[config.mk]
export PLATFORM = sky130hd
export DESIGN_NAME = hsfsb_top
export DESIGN_NICKNAME = d
export VERILOG_FILES = /design/src/include/hsfsb_pkg.sv /design/src/hw/hsfsb_top.sv
export SDC_FILE = /design/constraint.sdc
export NUM_CORES = 1
export LEC_CHECK = 0
export BUFFER_PORTS_ARGS = -buffer_cell sky130_fd_sc_hd__buf_2
export CAP_MARGIN = 20
export CORE_ASPECT_RATIO = 1.75
export CORE_MARGIN = 2
export CORE_UTILIZATION = 55
export CTS_CLUSTER_SIZE = 30
export DETAILED_ROUTE_END_ITERATION = 12
export HOLD_SLACK_MARGIN = 0.06
export PLACE_DENSITY = 0.86
export SLEW_MARGIN = 5
export SYNTH_ARGS = -nofsm -noshare
export SYNTH_HDL_FRONTEND = slang
export SYNTH_SLANG_ARGS = --single-unit
[constraint.sdc]
create_clock -name SYS_CLK -period 2.5 [get_ports SYS_CLK]
set_clock_uncertainty 0.2 [all_clocks]
set_input_delay 0.125 -clock SYS_CLK [delete_from_list [all_inputs] [get_ports SYS_CLK]]
set_output_delay 0.125 -clock SYS_CLK [all_outputs]
set_load 0.05 [all_outputs]
[src/include/hsfsb_pkg.sv]
// Purpose : constants and types of the hot swap fault status byte
// Assumes : one clock, synchronous active-low reset
// Notes   : bit positions of the status byte and the two-wire read engine states
package hsfsb_pkg;
    // -------------------------------------------------------------------
    // status byte field positions
    // -------------------------------------------------------------------
    localparam int unsigned BIT_ADC_OVER  = 0; // adc_overcurrent_flag
    localparam int unsigned BIT_ADC_ALERT = 1; // sticky adc alert
    localparam int unsigned BIT_AN_OFF    = 2; // analog_overcurrent_off
    localparam int unsigned BIT_HS_FAIL   = 3; // hotswap_fail_sticky
    localparam int unsigned BIT_OFF_STAT  = 4; // off status
    localparam int unsigned BIT_OFF_ALERT = 5; // sticky off alert
    localparam logic [1:0]  UNUSED_TOP    = 2'h0;  // bits 7..6
    localparam logic [7:0]  STATUS_RESET  = 8'h00; // status after reset
    // -------------------------------------------------------------------
    // history and serial counts
    // -------------------------------------------------------------------
    localparam int unsigned OC_HISTORY    = 3;     // conversions compared
    localparam logic [3:0]  BITS_PER_BYTE = 4'h8;  // bits per serial byte
    localparam logic [6:0]  ADDR_DEFAULT  = 7'h40; // plain default address
    // -------------------------------------------------------------------
    // read engine states
    // -------------------------------------------------------------------
    typedef enum logic [4:0] {
        ST_IDLE = 5'h01, // waiting for start
        ST_ADDR = 5'h02, // shifting address and direction
        ST_AACK = 5'h04, // driving address acknowledge; undriven wait after a master ack
        ST_DATA = 5'h08, // shifting status byte out
        ST_MACK = 5'h10  // master acknowledge slot
    } hsfsb_state_t;
endpackage

[src/hw/hsfsb_top.sv]
// Purpose : hot swap fault status byte and its two-wire read, byte repeated on master ack
// Assumes : SCL and SDA_IN synchronous to SYS_CLK and much slower than it
// Notes   : alert enables and clear strobe come from the alert enable register
`timescale 1ns/1ps
module hsfsb_top
    import hsfsb_pkg::*;
#(
    parameter logic [6:0] DEV_ADDR = hsfsb_pkg::ADDR_DEFAULT, // bus address
    parameter bit         LATCH_OFF = 1'b1                     // 1 latch-off, 0 auto-retry
)(
    input  wire logic       SYS_CLK,      // 125 MHz clock
    input  wire logic       RSTN,         // synchronous reset, active low
    input  wire logic       CONV_DONE,    // pulse: current conversion finished
    input  wire logic       ADC_OVER,     // conversion above alert threshold
    input  wire logic       ADC_TRIP,     // pulse: adc overcurrent alert raised
    input  wire logic       HS_OFF_OC,    // hot swap off by analog overcurrent
    input  wire logic       HS_RETRYING,  // retry in progress or recovered
    input  wire logic       HS_FAIL,      // pulse: hot swap operation failed
    input  wire logic       HOTSWAP_ALERT_ENABLE, // hot swap failure alert enable
    input  wire logic       OFF_ALERT_EN,         // off alert enable
    input  wire logic       ON_PIN,               // external on input, high = on
    input  wire logic       SOFTWARE_OFF_BIT,     // software off bit of control register
    input  wire logic       CLEAR_WR,     // pulse: clear bit written to 1
    input  wire logic       SCL,          // serial clock in
    input  wire logic       SDA_IN,       // serial data in
    output logic            SDA_OUT,      // serial data out, always low
    output logic            SDA_OE,       // high while pulling SDA low
    output logic            CLEAR_BIT,    // clear bit readback
    output logic [7:0]      STATUS_BYTE   // live status byte
);
    // -------------------------------------------------------------------
    // declarations
    // -------------------------------------------------------------------
    logic [OC_HISTORY-1:0] hist_q;          // last conversion compares
    logic                  clear_q;         // self-clearing clear bit
    logic                  adc_alert_q;     // sticky adc alert
    logic                  hotswap_fail_sticky_q; // sticky hot swap failure
    logic                  off_alert_q;     // sticky off alert
    logic                  on_q;            // previous on pin
    logic                  soft_off_q;      // previous software off
    logic [7:0]            status_q;        // registered status byte
    logic                  adc_overcurrent_flag;   // all recent compares over
    logic                  analog_overcurrent_off; // live bit 2
    logic                  off_stat;        // off status
    logic                  off_event;       // off transition seen
    hsfsb_state_t          state_q;         // read engine state
    logic                  scl_q;           // previous scl sample
    logic                  sda_q;           // previous sda sample
    logic [7:0]            shift_q;         // serial shift register
    logic [3:0]            cnt_q;           // bit counter
    logic                  oe_q;            // sda pull-down
    logic                  sda_out_q;       // constant low data
    logic                  scl_rise;        // scl rising
    logic                  scl_fall;        // scl falling
    logic                  start_c;         // start condition
    logic                  stop_c;          // stop condition

    // -------------------------------------------------------------------
    // conversion history: flag needs all recent compares over threshold
    // -------------------------------------------------------------------
    always_ff @(posedge SYS_CLK)
    begin
        if (!RSTN)
            hist_q <= '0;
        else if (CONV_DONE)
            hist_q <= {hist_q[OC_HISTORY-2:0], ADC_OVER};
    end
    assign adc_overcurrent_flag = &hist_q;

    // -------------------------------------------------------------------
    // clear bit: held for one cycle so sticky bits see it, then drops
    // -------------------------------------------------------------------
    always_ff @(posedge SYS_CLK)
    begin
        if (!RSTN)
            clear_q <= 1'b0;
        else
            clear_q <= CLEAR_WR;
    end

    // -------------------------------------------------------------------
    // sticky alerts: a new event wins over a clear in the same cycle
    // -------------------------------------------------------------------
    assign off_event = OFF_ALERT_EN & ((on_q & ~ON_PIN) | (SOFTWARE_OFF_BIT & ~soft_off_q));
    always_ff @(posedge SYS_CLK)
    begin
        if (!RSTN)
        begin
            adc_alert_q           <= 1'b0;
            hotswap_fail_sticky_q <= 1'b0;
            off_alert_q           <= 1'b0;
            on_q                  <= 1'b0;
            soft_off_q            <= 1'b0;
        end
        else
        begin
            adc_alert_q           <= ADC_TRIP | (adc_alert_q & ~clear_q);
            hotswap_fail_sticky_q <= (HS_FAIL & HOTSWAP_ALERT_ENABLE) | (hotswap_fail_sticky_q & ~clear_q);
            off_alert_q           <= off_event | (off_alert_q & ~clear_q);
            on_q                  <= ON_PIN;
            soft_off_q            <= SOFTWARE_OFF_BIT;
        end
    end

    // -------------------------------------------------------------------
    // live bits; retry parts never remember, latch-off parts mirror alert while it is enabled
    // -------------------------------------------------------------------
    always_comb
    begin
        if (LATCH_OFF)
            analog_overcurrent_off = HOTSWAP_ALERT_ENABLE ? hotswap_fail_sticky_q : HS_OFF_OC;
        else
            analog_overcurrent_off = HS_OFF_OC & ~HS_RETRYING;
    end
    assign off_stat = ~ON_PIN | SOFTWARE_OFF_BIT;

    always_ff @(posedge SYS_CLK)
    begin
        if (!RSTN)
            status_q <= STATUS_RESET;
        else
        begin
            status_q                <= {UNUSED_TOP, 6'h00};
            status_q[BIT_ADC_OVER]  <= adc_overcurrent_flag;
            status_q[BIT_ADC_ALERT] <= adc_alert_q;
            status_q[BIT_AN_OFF]    <= analog_overcurrent_off;
            status_q[BIT_HS_FAIL]   <= hotswap_fail_sticky_q;
            status_q[BIT_OFF_STAT]  <= off_stat;
            status_q[BIT_OFF_ALERT] <= off_alert_q;
        end
    end

    // -------------------------------------------------------------------
    // line conditions from sampled pins
    // -------------------------------------------------------------------
    assign scl_rise = SCL & ~scl_q;
    assign scl_fall = ~SCL & scl_q;
    assign start_c  = SCL & scl_q & sda_q & ~SDA_IN;
    assign stop_c   = SCL & scl_q & ~sda_q & SDA_IN;

    always_ff @(posedge SYS_CLK)
    begin
        if (!RSTN)
        begin
            scl_q     <= 1'b1;
            sda_q     <= 1'b1;
            sda_out_q <= 1'b0;
        end
        else
        begin
            scl_q     <= SCL;
            sda_q     <= SDA_IN;
            sda_out_q <= 1'b0;
        end
    end

    // -------------------------------------------------------------------
    // read engine: only reads to our address are acknowledged; a write
    // address is left alone for the command logic elsewhere
    // -------------------------------------------------------------------
    always_ff @(posedge SYS_CLK)
    begin
        if (!RSTN)
        begin
            state_q <= ST_IDLE;
            shift_q <= 8'h00;
            cnt_q   <= 4'h0;
            oe_q    <= 1'b0;
        end
        else if (stop_c)
        begin
            state_q <= ST_IDLE;
            oe_q    <= 1'b0;
        end
        else if (start_c)
        begin
            state_q <= ST_ADDR;
            cnt_q   <= 4'h0;
            oe_q    <= 1'b0;
        end
        else
        begin
            case (state_q)
                ST_ADDR:
                begin
                    if (scl_rise)
                    begin
                        shift_q <= {shift_q[6:0], SDA_IN};
                        cnt_q   <= cnt_q + 4'h1;
                    end
                    else if (scl_fall && cnt_q == BITS_PER_BYTE)
                    begin
                        if (shift_q == {DEV_ADDR, 1'b1})
                        begin
                            state_q <= ST_AACK;
                            oe_q    <= 1'b1;
                        end
                        else
                            state_q <= ST_IDLE;
                    end
                end
                ST_AACK:
                begin
                    // snapshot keeps the byte steady while it shifts out
                    if (scl_fall)
                    begin
                        shift_q <= status_q;
                        oe_q    <= ~status_q[7];
                        cnt_q   <= 4'h0;
                        state_q <= ST_DATA;
                    end
                end
                ST_DATA:
                begin
                    if (scl_rise)
                        cnt_q <= cnt_q + 4'h1;
                    else if (scl_fall)
                    begin
                        if (cnt_q == BITS_PER_BYTE)
                        begin
                            oe_q    <= 1'b0;
                            state_q <= ST_MACK;
                        end
                        else
                        begin
                            shift_q <= {shift_q[6:0], 1'b0};
                            oe_q    <= ~shift_q[6];
                        end
                    end
                end
                ST_MACK:
                begin
                    // a master ack repeats the byte; a nack ends the read
                    if (scl_rise)
                        state_q <= SDA_IN ? ST_IDLE : ST_AACK;
                end
                default:
                    state_q <= ST_IDLE;
            endcase
        end
    end

    assign SDA_OUT     = sda_out_q;
    assign SDA_OE      = oe_q;
    assign CLEAR_BIT   = clear_q;
    assign STATUS_BYTE = status_q;

    // -------------------------------------------------------------------
    // assertions
    // -------------------------------------------------------------------
    a_adc_flag_hist: assert property (@(posedge SYS_CLK) disable iff (!RSTN)
        (CONV_DONE && ADC_OVER && hist_q[1:0] == 2'h3) |=> ##1 status_q[BIT_ADC_OVER])
        else $error("adc flag not raised after three over");
    a_adc_flag_value: assert property (@(posedge SYS_CLK) disable iff (!RSTN)
        ##1 status_q[BIT_ADC_OVER] == $past(&hist_q)) else $error("adc flag wrong");
    a_adc_alert_hold: assert property (@(posedge SYS_CLK) disable iff (!RSTN)
        ADC_TRIP |=> adc_alert_q ##1 (status_q[BIT_ADC_ALERT] || $past(clear_q)))
        else $error("adc alert not held");
    a_fail_alert_clear: assert property (@(posedge SYS_CLK) disable iff (!RSTN)
        (hotswap_fail_sticky_q && clear_q && !(HS_FAIL && HOTSWAP_ALERT_ENABLE)) |=> !hotswap_fail_sticky_q)
        else $error("hot swap alert not cleared");
    a_retry_zero: assert property (@(posedge SYS_CLK) disable iff (!RSTN)
        (!LATCH_OFF && HS_RETRYING) |=> !status_q[BIT_AN_OFF]) else $error("retry shows off");
    a_off_status: assert property (@(posedge SYS_CLK) disable iff (!RSTN)
        (!ON_PIN || SOFTWARE_OFF_BIT) |=> status_q[BIT_OFF_STAT]) else $error("off status low");
    a_off_alert_set: assert property (@(posedge SYS_CLK) disable iff (!RSTN)
        (OFF_ALERT_EN && on_q && !ON_PIN) |=> off_alert_q ##1 (off_alert_q || $past(clear_q)))
        else $error("off alert missed");
    a_clear_self: assert property (@(posedge SYS_CLK) disable iff (!RSTN)
        (clear_q && !CLEAR_WR) |=> !clear_q) else $error("clear bit stuck");
    a_set_wins: assert property (@(posedge SYS_CLK) disable iff (!RSTN)
        (ADC_TRIP && clear_q) |=> adc_alert_q) else $error("set lost to clear");
    a_top_zero: assert property (@(posedge SYS_CLK) disable iff (!RSTN)
        status_q[7:6] == 2'h0) else $error("top bits set");
    a_ack_drive: assert property (@(posedge SYS_CLK) disable iff (!RSTN)
        (state_q == ST_AACK && $past(state_q) == ST_ADDR) |-> oe_q) else $error("address ack not driven");
    c_read_byte: cover property (@(posedge SYS_CLK) disable iff (!RSTN)
        state_q == ST_DATA ##[1:1000] state_q == ST_MACK);
    c_clear_alert: cover property (@(posedge SYS_CLK) disable iff (!RSTN)
        adc_alert_q && clear_q ##1 !adc_alert_q);
    c_off_alert: cover property (@(posedge SYS_CLK) disable iff (!RSTN) off_event);
    c_byte_repeat: cover property (@(posedge SYS_CLK) disable iff (!RSTN)
        state_q == ST_MACK ##1 state_q == ST_AACK);
endmodule // hsfsb_top

-- Word-level counts from Yosys, hierarchy flattened
Index checks and enable logic that the tools add are counted.
- add/subtract/negate cells: 1
- equality and inequality tests: 24
- multiplexer cells: 30
- bitwise gates (word level): 31
- reduce and logical (&&, ||, !) cells: 12
- operators with widths (cell ; number):
    $mux W8 ; 5
    $mux W5 ; 7
    $pmux W8 S3 ; 1
    $ne A3 B3 Y1 const B ; 7
    $reduce_and A7 Y1 ; 3
    $ne A2 B2 Y1 const B ; 10
    $pmux W5 S4 ; 1
    $and A1 B1 Y1 ; 14
    $mux W4 ; 3
    $not A1 Y1 ; 12
    $eq A8 B8 Y1 const B ; 1
    $mux W1 ; 8
    $pmux W4 S2 ; 1
    $reduce_and A8 Y1 ; 1
    $mux W3 ; 2
    $reduce_bool A3 Y1 ; 2
    $eq A5 B2 Y1 const B ; 1
    $eq A5 B3 Y1 const B ; 1
    $eq A5 B4 Y1 const B ; 1
    $eq A5 B5 Y1 const B ; 1
    $or A1 B1 Y1 ; 5
    $add A4 B1 Y4 const B ; 1
    $eq A4 B4 Y1 const B ; 1
    $reduce_and A4 Y1 ; 1
    7 further kinds ; 8
- bits in registers: 37
- input port bits: 15
- output and inout port bits: 11
- word-level logic and storage cells: 114

-- Logic depth before layout (Yosys ltp)
Gate-level depths: netlist of the first run.
- depth after elaboration: 7
- gate-level depth with buffers: 7
- gate-level depth less buffers: 7

-- Worst setup path before layout of the first run
No wires, ideal clock.
- path kind: register to register
- start: reg state_q[2]
- end: reg state_q[3]
- setup time: 0.121 ns
- data arrival time: 1.543 ns
- data required time: 2.179 ns
- slack: 0.636 ns
- cell stages (with the launch flop): 6
- path buffers: 0
- period minus slack after synthesis: 1.864 ns
- cells stage by stage: dfxtp_1 > or4b_4 > nor3_2 > o32ai_2 > nand2_2 > mux2_4
- word-level cells in the longest chain between the ends: 3
- elaborated cells between the ends (all ways): 13
- classes of those cells: eq/ne (11); mux (1); reduce/logical (1)
- ends and longest elaborated chain (what ; line ; source):
    start: declaration ; hsfsb_top.sv:46 ; hsfsb_state_t state_q;
    start signal: assignment ; hsfsb_top.sv:235 ; state_q <= SDA_IN ? ST_IDLE : ST_AACK;
    $eq A5 B2 Y1, or another cell as far along ; hsfsb_top.sv:183 ; case (state_q)
    $ne A2 B2 Y1 (no source line) ; n/a ;
    $reduce_and A7 Y1 (no source line) ; n/a ;
Several ways; a longest one is shown, not always the timed one.
A chain may end at the register's enable or synchronous reset.

-- Final worst setup path of the first run
- start: reg cnt_q[0]
- end: reg shift_q[3]
- word-level cells in the longest chain between the ends: 3
- ends and longest elaborated chain (what ; line ; source):
    start: declaration ; hsfsb_top.sv:50 ; logic [3:0] cnt_q;
    start signal: assignment ; hsfsb_top.sv:189 ; cnt_q <= cnt_q + 4'h1;
    start signal: assignment ; hsfsb_top.sv:216 ; cnt_q <= cnt_q + 4'h1;
    $eq A4 B4 Y1 ; hsfsb_top.sv:219 ; if (cnt_q == BITS_PER_BYTE)
    $ne A2 B2 Y1 (no source line) ; n/a ;
    $reduce_and A8 Y1 (no source line) ; n/a ;
    end signal: assignment ; hsfsb_top.sv:188 ; shift_q <= {shift_q[6:0], SDA_IN};
    end signal: assignment ; hsfsb_top.sv:207 ; shift_q <= status_q;
    end signal: assignment ; hsfsb_top.sv:226 ; shift_q <= {shift_q[6:0], 1'b0};
    end: declaration ; hsfsb_top.sv:49 ; logic [7:0] shift_q;
Every way passes these cells.

==> summary.md, run 1 <==
| Metric | Value |
|---|---|
| Status | `complete, no violations` |
| Cell family with most CP delay | `compound AO/OA/AOI/OAI gates` |
| Synth async-reset ratio | `0%` |
| Mean Syn Cell Area | `9.43 µm²` |
| Unique masters post-synth | `49` |
| Die W | `45.8 µm` |
| Final Power | `1.13 mW` |
| Seq cells post-synth | `35` |
| Drt total wl | `4630 µm` |
| Detailed-route via count | `1,517` |
| GRT Util Overall | `30.1%` |
| Worst Path Buf+Inv | `1` |
| Critical-path top delay cell | `a22oi_2` |
| Hold crit path type | `flip-flop to flip-flop` |
| Fin crit period | `2.24 ns` |
| Row cnt | `26` |
| Initial antenna violation count | `0` |
| Cell count after synthesis | `178` |
| Worst IR drop on VDD | `0.737 mV` |
| Leakage | `0.965 nW` |
| Total gr overflow | `0` |
| ANT cells | `0` |
| Clk sinks | `35` |
| Synth Warn # | `0` |
| Largest net degree at the start of global routing | `32` |
| Initial core utilization | `57.3%` |
| Hold Violations, Final | `0` |
| Final ANT Viol Nets | `0` |
| Crit-path cells | `inv_1, ha_1, and3b_1, a22oi_2, nand2_1, o211a_1` |
| FMAX | `446 MHz` |
| Setup Viol. Count Final | `0` |
| Number of synthesized flops with an enable pin | `0` |
| Setup TNS Final | `0 ns` |
| Core Area | `2930 µm²` |
| Period utilization | `89.6%` |
| Via density | `6.19` |
| PD cells | `557 nW/µm²` |
| CTS Buffer Depth | `2` |
| Share of layout cells above drive strength 1 | `18.0%` |
| Setup WS pre-CTS | `0.416 ns` |
| Crit-path max cell delay | `0.57 ns` |
| CTS buffer count | `5` |
| Post-Syn Area | `1680 µm²` |
| Die area | `3530 µm²` |
| Clock Latency Late Sink | `0.29 ns` |
| DRC Markers | `0` |
| Most frequent cells in the layout | `dfxtp_1 (35), buf_2 (21), nand2_1 (16), dlygate4sd3_1 (16)` |
| Worst rel slew slack | `56.9%` |
| Max H-tree Level | `2` |
| Root buffer selected by CTS | `clkbuf_8` |
| Fin worst setup slack | `0.259 ns` |
| Slew @ Worst Pin | `0.646 ns` |
| Post-DP HPWL | `2690 µm` |
| Ports | `26` |
| Commonest non-fill, non-tap cell in the layout | `dfxtp_1` |
| Synth top area share | `41.8%` |
| Critical path startpoint category | `flip-flop` |
| Clock Pin Slew Worst Setup and Hold Paths | `0.07 ns` |
| Max-capacitance violation count | `0` |
| GP Congestion | `0.902` |
| Vias in the first global route | `1,630` |
| Dominant synthesized flop cell | `dfxtp_1` |
| Fillers | `186` |
| Die height | `77.1 µm` |
| RSZ-0062 raised after global routing | `no` |
| Number of nets in the layout | `234` |
| DRT Pass-1 Iters | `4` |
| Final Max Tran Viols | `0` |
| Top post-synthesis cells by area | `dfxtp_1 (42%), mux2i_1 (6.0%), o211a_1 (4.2%)` |
| Post-synthesis sequential area ratio | `41.8%` |
| Yosys top cell by area | `dfxtp_1` |
| Worst setup path class | `flip-flop to flip-flop` |
| Syn-to-layout area delta | `20.9%` |
| PortBufs | `21` |
| Crit path arrival time | `2.22 ns` |
| CP Capture Type | `flip-flop` |
| First-pass GRT wire length | `7740 µm` |
| Worst Path Max Fanout | `16` |
| 1st-iter DRT viols | `53` |
| CTS tree | `done` |
| Wirelength per Cell | `18.9 µm` |
| Critical Path RT | `2.48 ns` |
## registers in the layout, summed over array words and instances, names as in the netlist
name / cells
hist_q: 3
hotswap_fail_sticky_q: 1
soft_off_q: 1
SDA_OE: 1
sda_q: 1
cnt_q: 4
adc_alert_q: 1
scl_q: 1
shift_q: 8
off_alert_q: 1
CLEAR_BIT: 1
on_q: 1
STATUS_BYTE: 6
state_q: 5
## logic make-up (layout without fill, tap and decap cells)
logic type      after synthesis  after routing  share of synthesized area, %
fa+ha+maj                     2              2                          1.49
other cells                   1              3                         0.223
simple gates                 79             79                          28.0
flops                        35             35                          41.8
xor+xnor                      2              2                          1.04
compound gates               31             31                          15.4
buf+inv                      17             54                          5.15
mux                          11             11                          6.86
## per-layer routing
layer  GRT usage (%)  up-vias  part of all wire, %
li1                -      695                    -
met1            34.1      699                   36
met2            48.5       94                   51
met3            6.82       29                  7.1
met4            18.3        0                  6.1
met5               0        -                    0
## cells in the mapped netlist (all sizes together) (2+ instances only)
| master | instances |
|---|---|
| nor3 | 5 |
| a22oi | 3 |
| nand4 | 2 |
| nand3 | 6 |
| nand3b | 3 |
| o211ai | 2 |
| and2 | 10 |
| ha | 2 |
| nand2 | 17 |
| nor2 | 9 |
| a31oi | 2 |
| o21ai | 4 |
| nand2b | 5 |
| nand4b | 2 |
| nor2b | 9 |
| clkbuf | 3 |
| dfxtp | 35 |
| a21boi | 3 |
| inv | 9 |
| o211a | 7 |
| mux2i | 10 |
| nor3b | 2 |
| or3 | 2 |
| a21oi | 4 |
| buf | 5 |
## repair_timing
| action | in CTS | in global routing |
|---|---|---|
| endpoints found under the hold margin | 13 | 0 |
| setup buffers | 0 | 0 |
| hold buffers | 16 | 0 |
| resized for setup | 0 | 0 |
## tightest hold or removal path, delay by kind of cell, from the launching register on
kind             cells  cell delay, ns
flip-flops           1            0.32
AND/OR/NAND/NOR      1            0.06
AO/OA/AOI/OAI        1            0.05
## report_power, final
group          switching [mW]  leakage [nW]  internal [mW]  total [mW]
Clock                   0.206        0.0470          0.216       0.422
Sequential             0.0124         0.286          0.572       0.585
Combinational          0.0718         0.632         0.0503       0.122
## final cells by class
class,instances,area (µm²),share of cell area [%]
inverter,9,33.8,1.67
timing repair buffer,38,273,13.4
clock inverter,1,5.00,0.247
tap,28,35.0,1.73
clock buffer,6,82.6,4.07
sequential,35,701,34.5
multi-input combinational,128,898,44.3
## per-stage QoR
stage          cells  utilization (%)  hold WS (ns)  instance area [µm²]
6_report         245             69.3         0.272                 2030
3_5_place_dp     222             60.8         0.145                 1780
3_3_place_gp     222             60.8         0.134                 1780
2_1_floorplan    180                -        0.0265                 1690
4_1_cts          245             69.3         0.263                 2030
5_1_grt          245             69.3         0.306                 2030
## path summary, 6_finish.rpt
kind              cells past startpoint  slack, ns       start         end
setup reg to reg                      6       0.26    cnt_q[0]  shift_q[3]
hold reg to reg                       2       0.27  shift_q[7]  shift_q[7]
hold / removal                        2       0.27  shift_q[7]  shift_q[7]
setup / recovery                      6       0.26    cnt_q[0]  shift_q[3]
(Power assumes the default switching activity.)
==> run 2, diff against run 1 <==
--- a/config.mk
+++ b/config.mk
@@ -7,7 +7,7 @@
 export LEC_CHECK = 0
 export BUFFER_PORTS_ARGS = -buffer_cell sky130_fd_sc_hd__buf_2
 export CAP_MARGIN = 20
-export CORE_ASPECT_RATIO = 1.75
+export CORE_ASPECT_RATIO = 0.6
 export CORE_MARGIN = 2
 export CORE_UTILIZATION = 55
 export CTS_CLUSTER_SIZE = 30
==> run 2 against run 1 <==
Effect of this change: utilization grew 2.2 points; power increased by 1.3%; via count fell by 2.3%; highest routed layer unchanged; clock-buffer cell count up 2; die area is essentially flat; largest power group unchanged.
==> summary.md, run 2 (same netlist as run 1, synthesis figures left out) <==
| Metric | Value |
|---|---|
| Clk sinks | `35 (unchanged)` |
| Share of layout cells above drive strength 1 | `18.3% (+0.29 points)` |
| Largest net degree at the start of global routing | `32 (unchanged)` |
| Period utilization | `85.1% (-4.6 points)` |
| ANT cells | `0 (unchanged)` |
| Top reg by flops | `shift_q` |
| Worst IR drop on VDD | `0.361 mV (-51%)` |
| Post-DP HPWL | `2650 µm (-1.8%)` |
| Drt total wl | `4100 µm (-11%)` |
| Hold crit path type | `flip-flop to flip-flop` |
| DRT Pass-1 Iters | `4 (unchanged)` |
| RSZ-0062 raised after global routing | `no` |
| Initial core utilization | `58.1% (+0.74 points)` |
| Largest register FFs | `8 (unchanged)` |
| Clock Latency Late Sink | `0.28 ns (about the same)` |
| Fillers | `223 (+20%)` |
| Max H-tree Level | `2 (unchanged)` |
| Final Max Tran Viols | `0 (unchanged)` |
| Worst Path Max Fanout | `6 (-10)` |
| GP Congestion | `0.969 (+7.3%)` |
| FMAX | `470 MHz (+5.4%)` |
| Via density | `5.68 (-8.3%)` |
| Met1 Use GR | `33.7% (-0.35 points)` |
| Core Area | `2890 µm² (-1.3%)` |
| Leakage | `0.975 nW (+1.0%)` |
| Setup Viol. Count Final | `0 (unchanged)` |
| Met3 usage | `7.73% (+0.90 points)` |
| Area of the multi-input gates | `898 µm² (unchanged)` |
| GRT Util Overall | `27.1% (-3.0 points)` |
| Fin crit period | `2.13 ns (-0.114 ns)` |
| DRC Markers | `0 (unchanged)` |
| Vias in the first global route | `1,424 (-13%)` |
| CP Capture Type | `flip-flop` |
| Status | `complete, no violations` |
| Setup WS pre-CTS | `0.489 ns (+0.0723 ns)` |
| CTS tree | `done` |
| CTS buffer count | `5 (unchanged)` |
| Row cnt | `15 (-42%)` |
| Most frequent cells in the layout | `dfxtp_1 (35), buf_2 (21), nand2_1 (16), dlygate4sd3_1 (16)` |
| Setup TNS Final | `0 ns (unchanged)` |
| Critical path startpoint category | `flip-flop` |
| CTS Buffer Depth | `2 (unchanged)` |
| Worst setup path class | `flip-flop to flip-flop` |
| Max-capacitance violation count | `0 (unchanged)` |
| Syn-to-layout area delta | `23.1%` |
| Ports | `26 (unchanged)` |
| Die height | `46.8 µm (-39%)` |
| Sequential cell area | `701 µm² (unchanged)` |
| Fin worst setup slack | `0.374 ns (+0.114 ns)` |
| Post-CTS sizing | `0 (unchanged)` |
| Detailed-route via count | `1,482 (-2.3%)` |
| Die W | `75.3 µm (+65%)` |
| Total gr overflow | `0 (unchanged)` |
| Die area | `3520 µm² (about the same)` |
| Most Crowded Layer GR | `met2` |
| First-pass GRT wire length | `6820 µm (-12%)` |
| Initial antenna violation count | `0 (unchanged)` |
| Crit path arrival time | `2.10 ns (-0.12 ns)` |
| Root buffer selected by CTS | `clkbuf_8` |
| Commonest non-fill, non-tap cell in the layout | `dfxtp_1` |
| Number of nets in the layout | `235 (+0.43%)` |
| 1st-iter DRT viols | `179 (+240%)` |
| PortBufs | `21 (unchanged)` |
| Critical Path RT | `2.47 ns (about the same)` |
| Wirelength per Cell | `15.7 µm (-17%)` |
| M2 GR Usage | `44.0% (-4.5 points)` |
| Clock Pin Slew Worst Setup and Hold Paths | `0.07 ns (about the same)` |
| Final ANT Viol Nets | `0 (unchanged)` |
| Hold Violations, Final | `0 (unchanged)` |
| PD cells | `554 nW/µm² (-0.54%)` |
## run 2: cell types whose count changed in the layout (fill, tap and decap cells not counted), sizes merged
cell,before,now
clkinv,1,0
buf,22,23
clkbuf,6,8
## run 2: area by class of cell
| cell class | instances | area share (%) |
|---|---|---|
| repair buffers | 39 | 13.6 |
| clock buffers | 8 | 4.85 |
| inverters | 9 | 1.64 |
| flip-flops and latches | 35 | 33.9 |
| multi-input cells | 128 | 43.5 |
| well taps | 42 | 2.54 |
## run 2: layer usage
layer	vias to the layer above	routed length (µm)
met5	-	0
met4	0	121
met3	15	375
met2	81	1920
met1	686	1680
li1	700	-
## run 2: timing repair
action,CTS,global route
hold buffers,16,0
endpoints found under the hold margin,13,0
buffers inserted,0,0
## run 2: worst max-delay path, cell delays in order (launching register included)
cell and delay (ns):
dfxtp_1 0.39, nor3_2 0.41, nand3b_1 0.30, and2_1 0.29, nand2_2 0.12, mux2_4 0.30
## run 2: path summary, 6_finish.rpt
path | slack, ns | endpoint | startpoint | cells after the start
setup / recovery | 0.37 | state_q[3] | state_q[2] | 5
hold / removal | 0.29 | cnt_q[3] | cnt_q[3] | 1
setup reg to reg | 0.37 | state_q[3] | state_q[2] | 5
hold reg to reg | 0.29 | cnt_q[3] | cnt_q[3] | 1
## run 2: metrics by stage
stage / util, % / hold slack (ns) / power, mW / cell area, µm² / instances
5_1_grt: 71.5 / 0.283 / 1.19 / 2070 / 261
4_1_cts: 71.5 / 0.277 / 1.14 / 2070 / 261
3_3_place_gp: 62.5 / 0.131 / 0.685 / 1810 / 237
6_report: 71.5 / 0.285 / 1.14 / 2070 / 261
3_5_place_dp: 62.5 / 0.141 / 0.689 / 1810 / 237
2_1_floorplan: - / 0.0265 / 0.663 / 1690 / 180
## run 2: report_power, final
group / internal, mW / switching, mW
combinational: 0.0502 / 0.0682
clock: 0.251 / 0.190
sequential: 0.573 / 0.0108
==> run 3, diff against run 2 <==
==> constraint.sdc (replaced) <==
create_clock -name SYS_CLK -period 2.5 [get_ports SYS_CLK]
set_clock_uncertainty 0.2 [all_clocks]
set_input_delay 0.25 -clock SYS_CLK [delete_from_list [all_inputs] [get_ports SYS_CLK]]
set_output_delay 0.25 -clock SYS_CLK [all_outputs]
set_load 0.05 [all_outputs]
==> run 3 against run 2 <==
Effect of this change: sequential cell count stayed put; non-clock buffer count is 6 lower; worst hold slack worse by 0.22 ns; clock power hardly changed; global-route usage is 4.2 points lower; largest power group unchanged.
==> summary.md, run 3 (same netlist as run 1, synthesis figures left out) <==
| Metric | Value |
|---|---|
| Final Max Tran Viols | `0 (unchanged)` |
| CTS Buffer Depth | `2 (unchanged)` |
| Post-Layout Cell Count | `255 (-2.3%)` |
| Setup bufs post-CTS | `0 (unchanged)` |
| Top reg by flops | `shift_q` |
| Fin worst setup slack | `0.477 ns (+0.104 ns)` |
| Period utilization | `80.9% (-4.1 points)` |
| Row cnt | `15 (unchanged)` |
| Syn-to-layout area delta | `19.5%` |
| Worst Path Buf+Inv | `1 (+1)` |
| Status | `complete, no violations` |
| Post-layout instance area | `2010 µm² (-2.9%)` |
| Wirelength per Cell | `14.1 µm (-11%)` |
| Via density | `5.48 (-3.4%)` |
| ANT cells | `0 (unchanged)` |
| GP Congestion | `0.882 (-9.0%)` |
| Hold crit path type | `input port to flip-flop` |
| PD cells | `565 nW/µm² (+2.0%)` |
| Initial core utilization | `58.1% (unchanged)` |
| Switching Fraction | `23.5% (-0.046 points)` |
| Fillers | `228 (+2.2%)` |
| Leakage | `0.952 nW (-2.3%)` |
| Drt total wl | `3580 µm (-13%)` |
| Vias in the first global route | `1,294 (-9.1%)` |
| FMAX | `494 MHz (+5.1%)` |
| Root buffer selected by CTS | `clkbuf_8` |
| Clock network fraction of total power | `39.0% (+0.4 points)` |
| Final Core Density | `69.4% (-2.1 points)` |
| Critical Path RT | `2.48 ns (about the same)` |
| Logic pwr share | `9.6% (-0.8 points)` |
| GRT Util Overall | `22.9% (-4.2 points)` |
| CTS buffer count | `5 (unchanged)` |
| Largest net degree at the start of global routing | `32 (unchanged)` |
| DRC Markers | `0 (unchanged)` |
| DRT Pass-1 Iters | `4 (unchanged)` |
| Share of layout cells above drive strength 1 | `18.8% (+0.51 points)` |
| Worst Path Max Fanout | `5 (-1)` |
| Clk sinks | `35 (unchanged)` |
| Post-DP HPWL | `2590 µm (-2.3%)` |
| Internal power | `0.866 mW (-0.91%)` |
| PortBufs | `21 (unchanged)` |
| Critical-path top delay cell | `dfxtp_1` |
| Cell family with most CP delay | `simple AND/OR/NAND/NOR gates` |
| Max H-tree Level | `2 (unchanged)` |
| Reg2Reg Setup Slack | `0.48 ns (+0.10 ns)` |
| Post-CTS sizing | `0 (unchanged)` |
| Ports | `26 (unchanged)` |
| Final ANT Viol Nets | `0 (unchanged)` |
| Crit-path max cell delay | `0.34 ns (-0.07 ns)` |
| Crit-path cells | `inv_1, ha_1, and3b_1, nor3_1, o32ai_2, nand2_2, mux2_4` |
| Die area | `3520 µm² (unchanged)` |
| Detailed-route via count | `1,398 (-5.7%)` |
| Largest register FFs | `8 (unchanged)` |
| Total gr overflow | `0 (unchanged)` |
| Max-capacitance violation count | `0 (unchanged)` |
| Placed instance count | `237 (unchanged)` |
| Hold Violations, Final | `0 (unchanged)` |
| Worst setup path class | `flip-flop to flip-flop` |
| Critical path startpoint category | `flip-flop` |
| Number of nets in the layout | `229 (-2.6%)` |
| Core Area | `2890 µm² (unchanged)` |
| Worst IR drop on VDD | `0.334 mV (-7.4%)` |
| Setup TNS Final | `0 ns (unchanged)` |
| Fin crit period | `2.02 ns (-0.104 ns)` |
| First-pass GRT wire length | `5860 µm (-14%)` |
| Sequential Power Share | `51.4% (+0.4 points)` |
| CP Capture Type | `flip-flop` |
| Most frequent cells in the layout | `dfxtp_1 (35), buf_2 (21), nand2_1 (16)` |
| Die W | `75.3 µm (unchanged)` |
| RSZ-0062 raised after global routing | `no` |
| Clock Pin Slew Worst Setup and Hold Paths | `0.07 ns (about the same)` |
| CTS tree | `done` |
| Initial antenna violation count | `0 (unchanged)` |
| Clock Latency Late Sink | `0.29 ns (about the same)` |
| Commonest non-fill, non-tap cell in the layout | `dfxtp_1` |
| Setup Viol. Count Final | `0 (unchanged)` |
| 1st-iter DRT viols | `162 (-9.5%)` |
| Area after DPL | `1810 µm² (unchanged)` |
| Switching power | `0.266 mW (-1.2%)` |
| Setup WS pre-CTS | `0.500 ns (+0.0109 ns)` |
| Crit path arrival time | `2.00 ns (-0.10 ns)` |
| Die height | `46.8 µm (unchanged)` |
run 3: cell count changes in the layout (fill, tap and decap cells not counted):
cell	previous run	this run
dlygate4sd3_1	16	10
run 3: layout make-up:
| type | count | area (µm²) | area share [%] |
|---|---|---|---|
| Multi-Input combinational cell | 128 | 898 | 44.8 |
| Clock buffer | 8 | 100 | 4.99 |
| Sequential cell | 35 | 701 | 34.9 |
| Tap cell | 42 | 52.6 | 2.62 |
| Inverter | 9 | 33.8 | 1.68 |
| Timing Repair Buffer | 33 | 220 | 11.0 |
run 3: worst register-to-register path, cell delays in order (launching register included):
cell,delay [ns]
dfxtp_1,0.34
inv_1,0.08
ha_1,0.14
and3b_1,0.30
nor3_1,0.11
o32ai_2,0.31
nand2_2,0.13
mux2_4,0.31
run 3: routing by layer:
layer	wire length, µm	global-route usage [%]	vias up
met5	0	0	-
met4	81	11.6	0
met3	196	6.01	9
met2	1630	34.6	45
met1	1670	30.8	662
li1	-	-	682
run 3: worst paths after layout:
| path | start | to | cells after the start |
|---|---|---|---|
| setup / recovery | cnt_q[0] | state_q[3] | 7 |
| hold / removal | HOTSWAP_ALERT_ENABLE | STATUS_BYTE[2] | 3 |
| setup reg to reg | cnt_q[0] | state_q[3] | 7 |
| hold reg to reg | shift_q[7] | shift_q[7] | 2 |
run 3: repair_timing:
item	CTS	global route
setup endpoints to repair	0	0
hold buffers	10	0
hold endpoints to repair	10	0
run 3: power by group through the flow:
stage          registers (mW)  logic, mW  clock network [mW]
4_1_cts                 0.582      0.107               0.449
3_5_place_dp            0.595     0.0947                   0
5_1_grt                 0.584      0.117               0.477
2_1_floorplan           0.610     0.0531                   0
3_3_place_gp            0.594     0.0912                   0
6_report                0.582      0.108               0.441
run 3: metrics by stage:
stage | hold WS, ns | power [mW]
final | 0.0669 | 1.13
after global routing | 0.0700 | 1.18
after CTS | 0.0626 | 1.14
after detailed placement | 0.264 | 0.690
after global placement | 0.244 | 0.685
after floorplan | 0.151 | 0.663
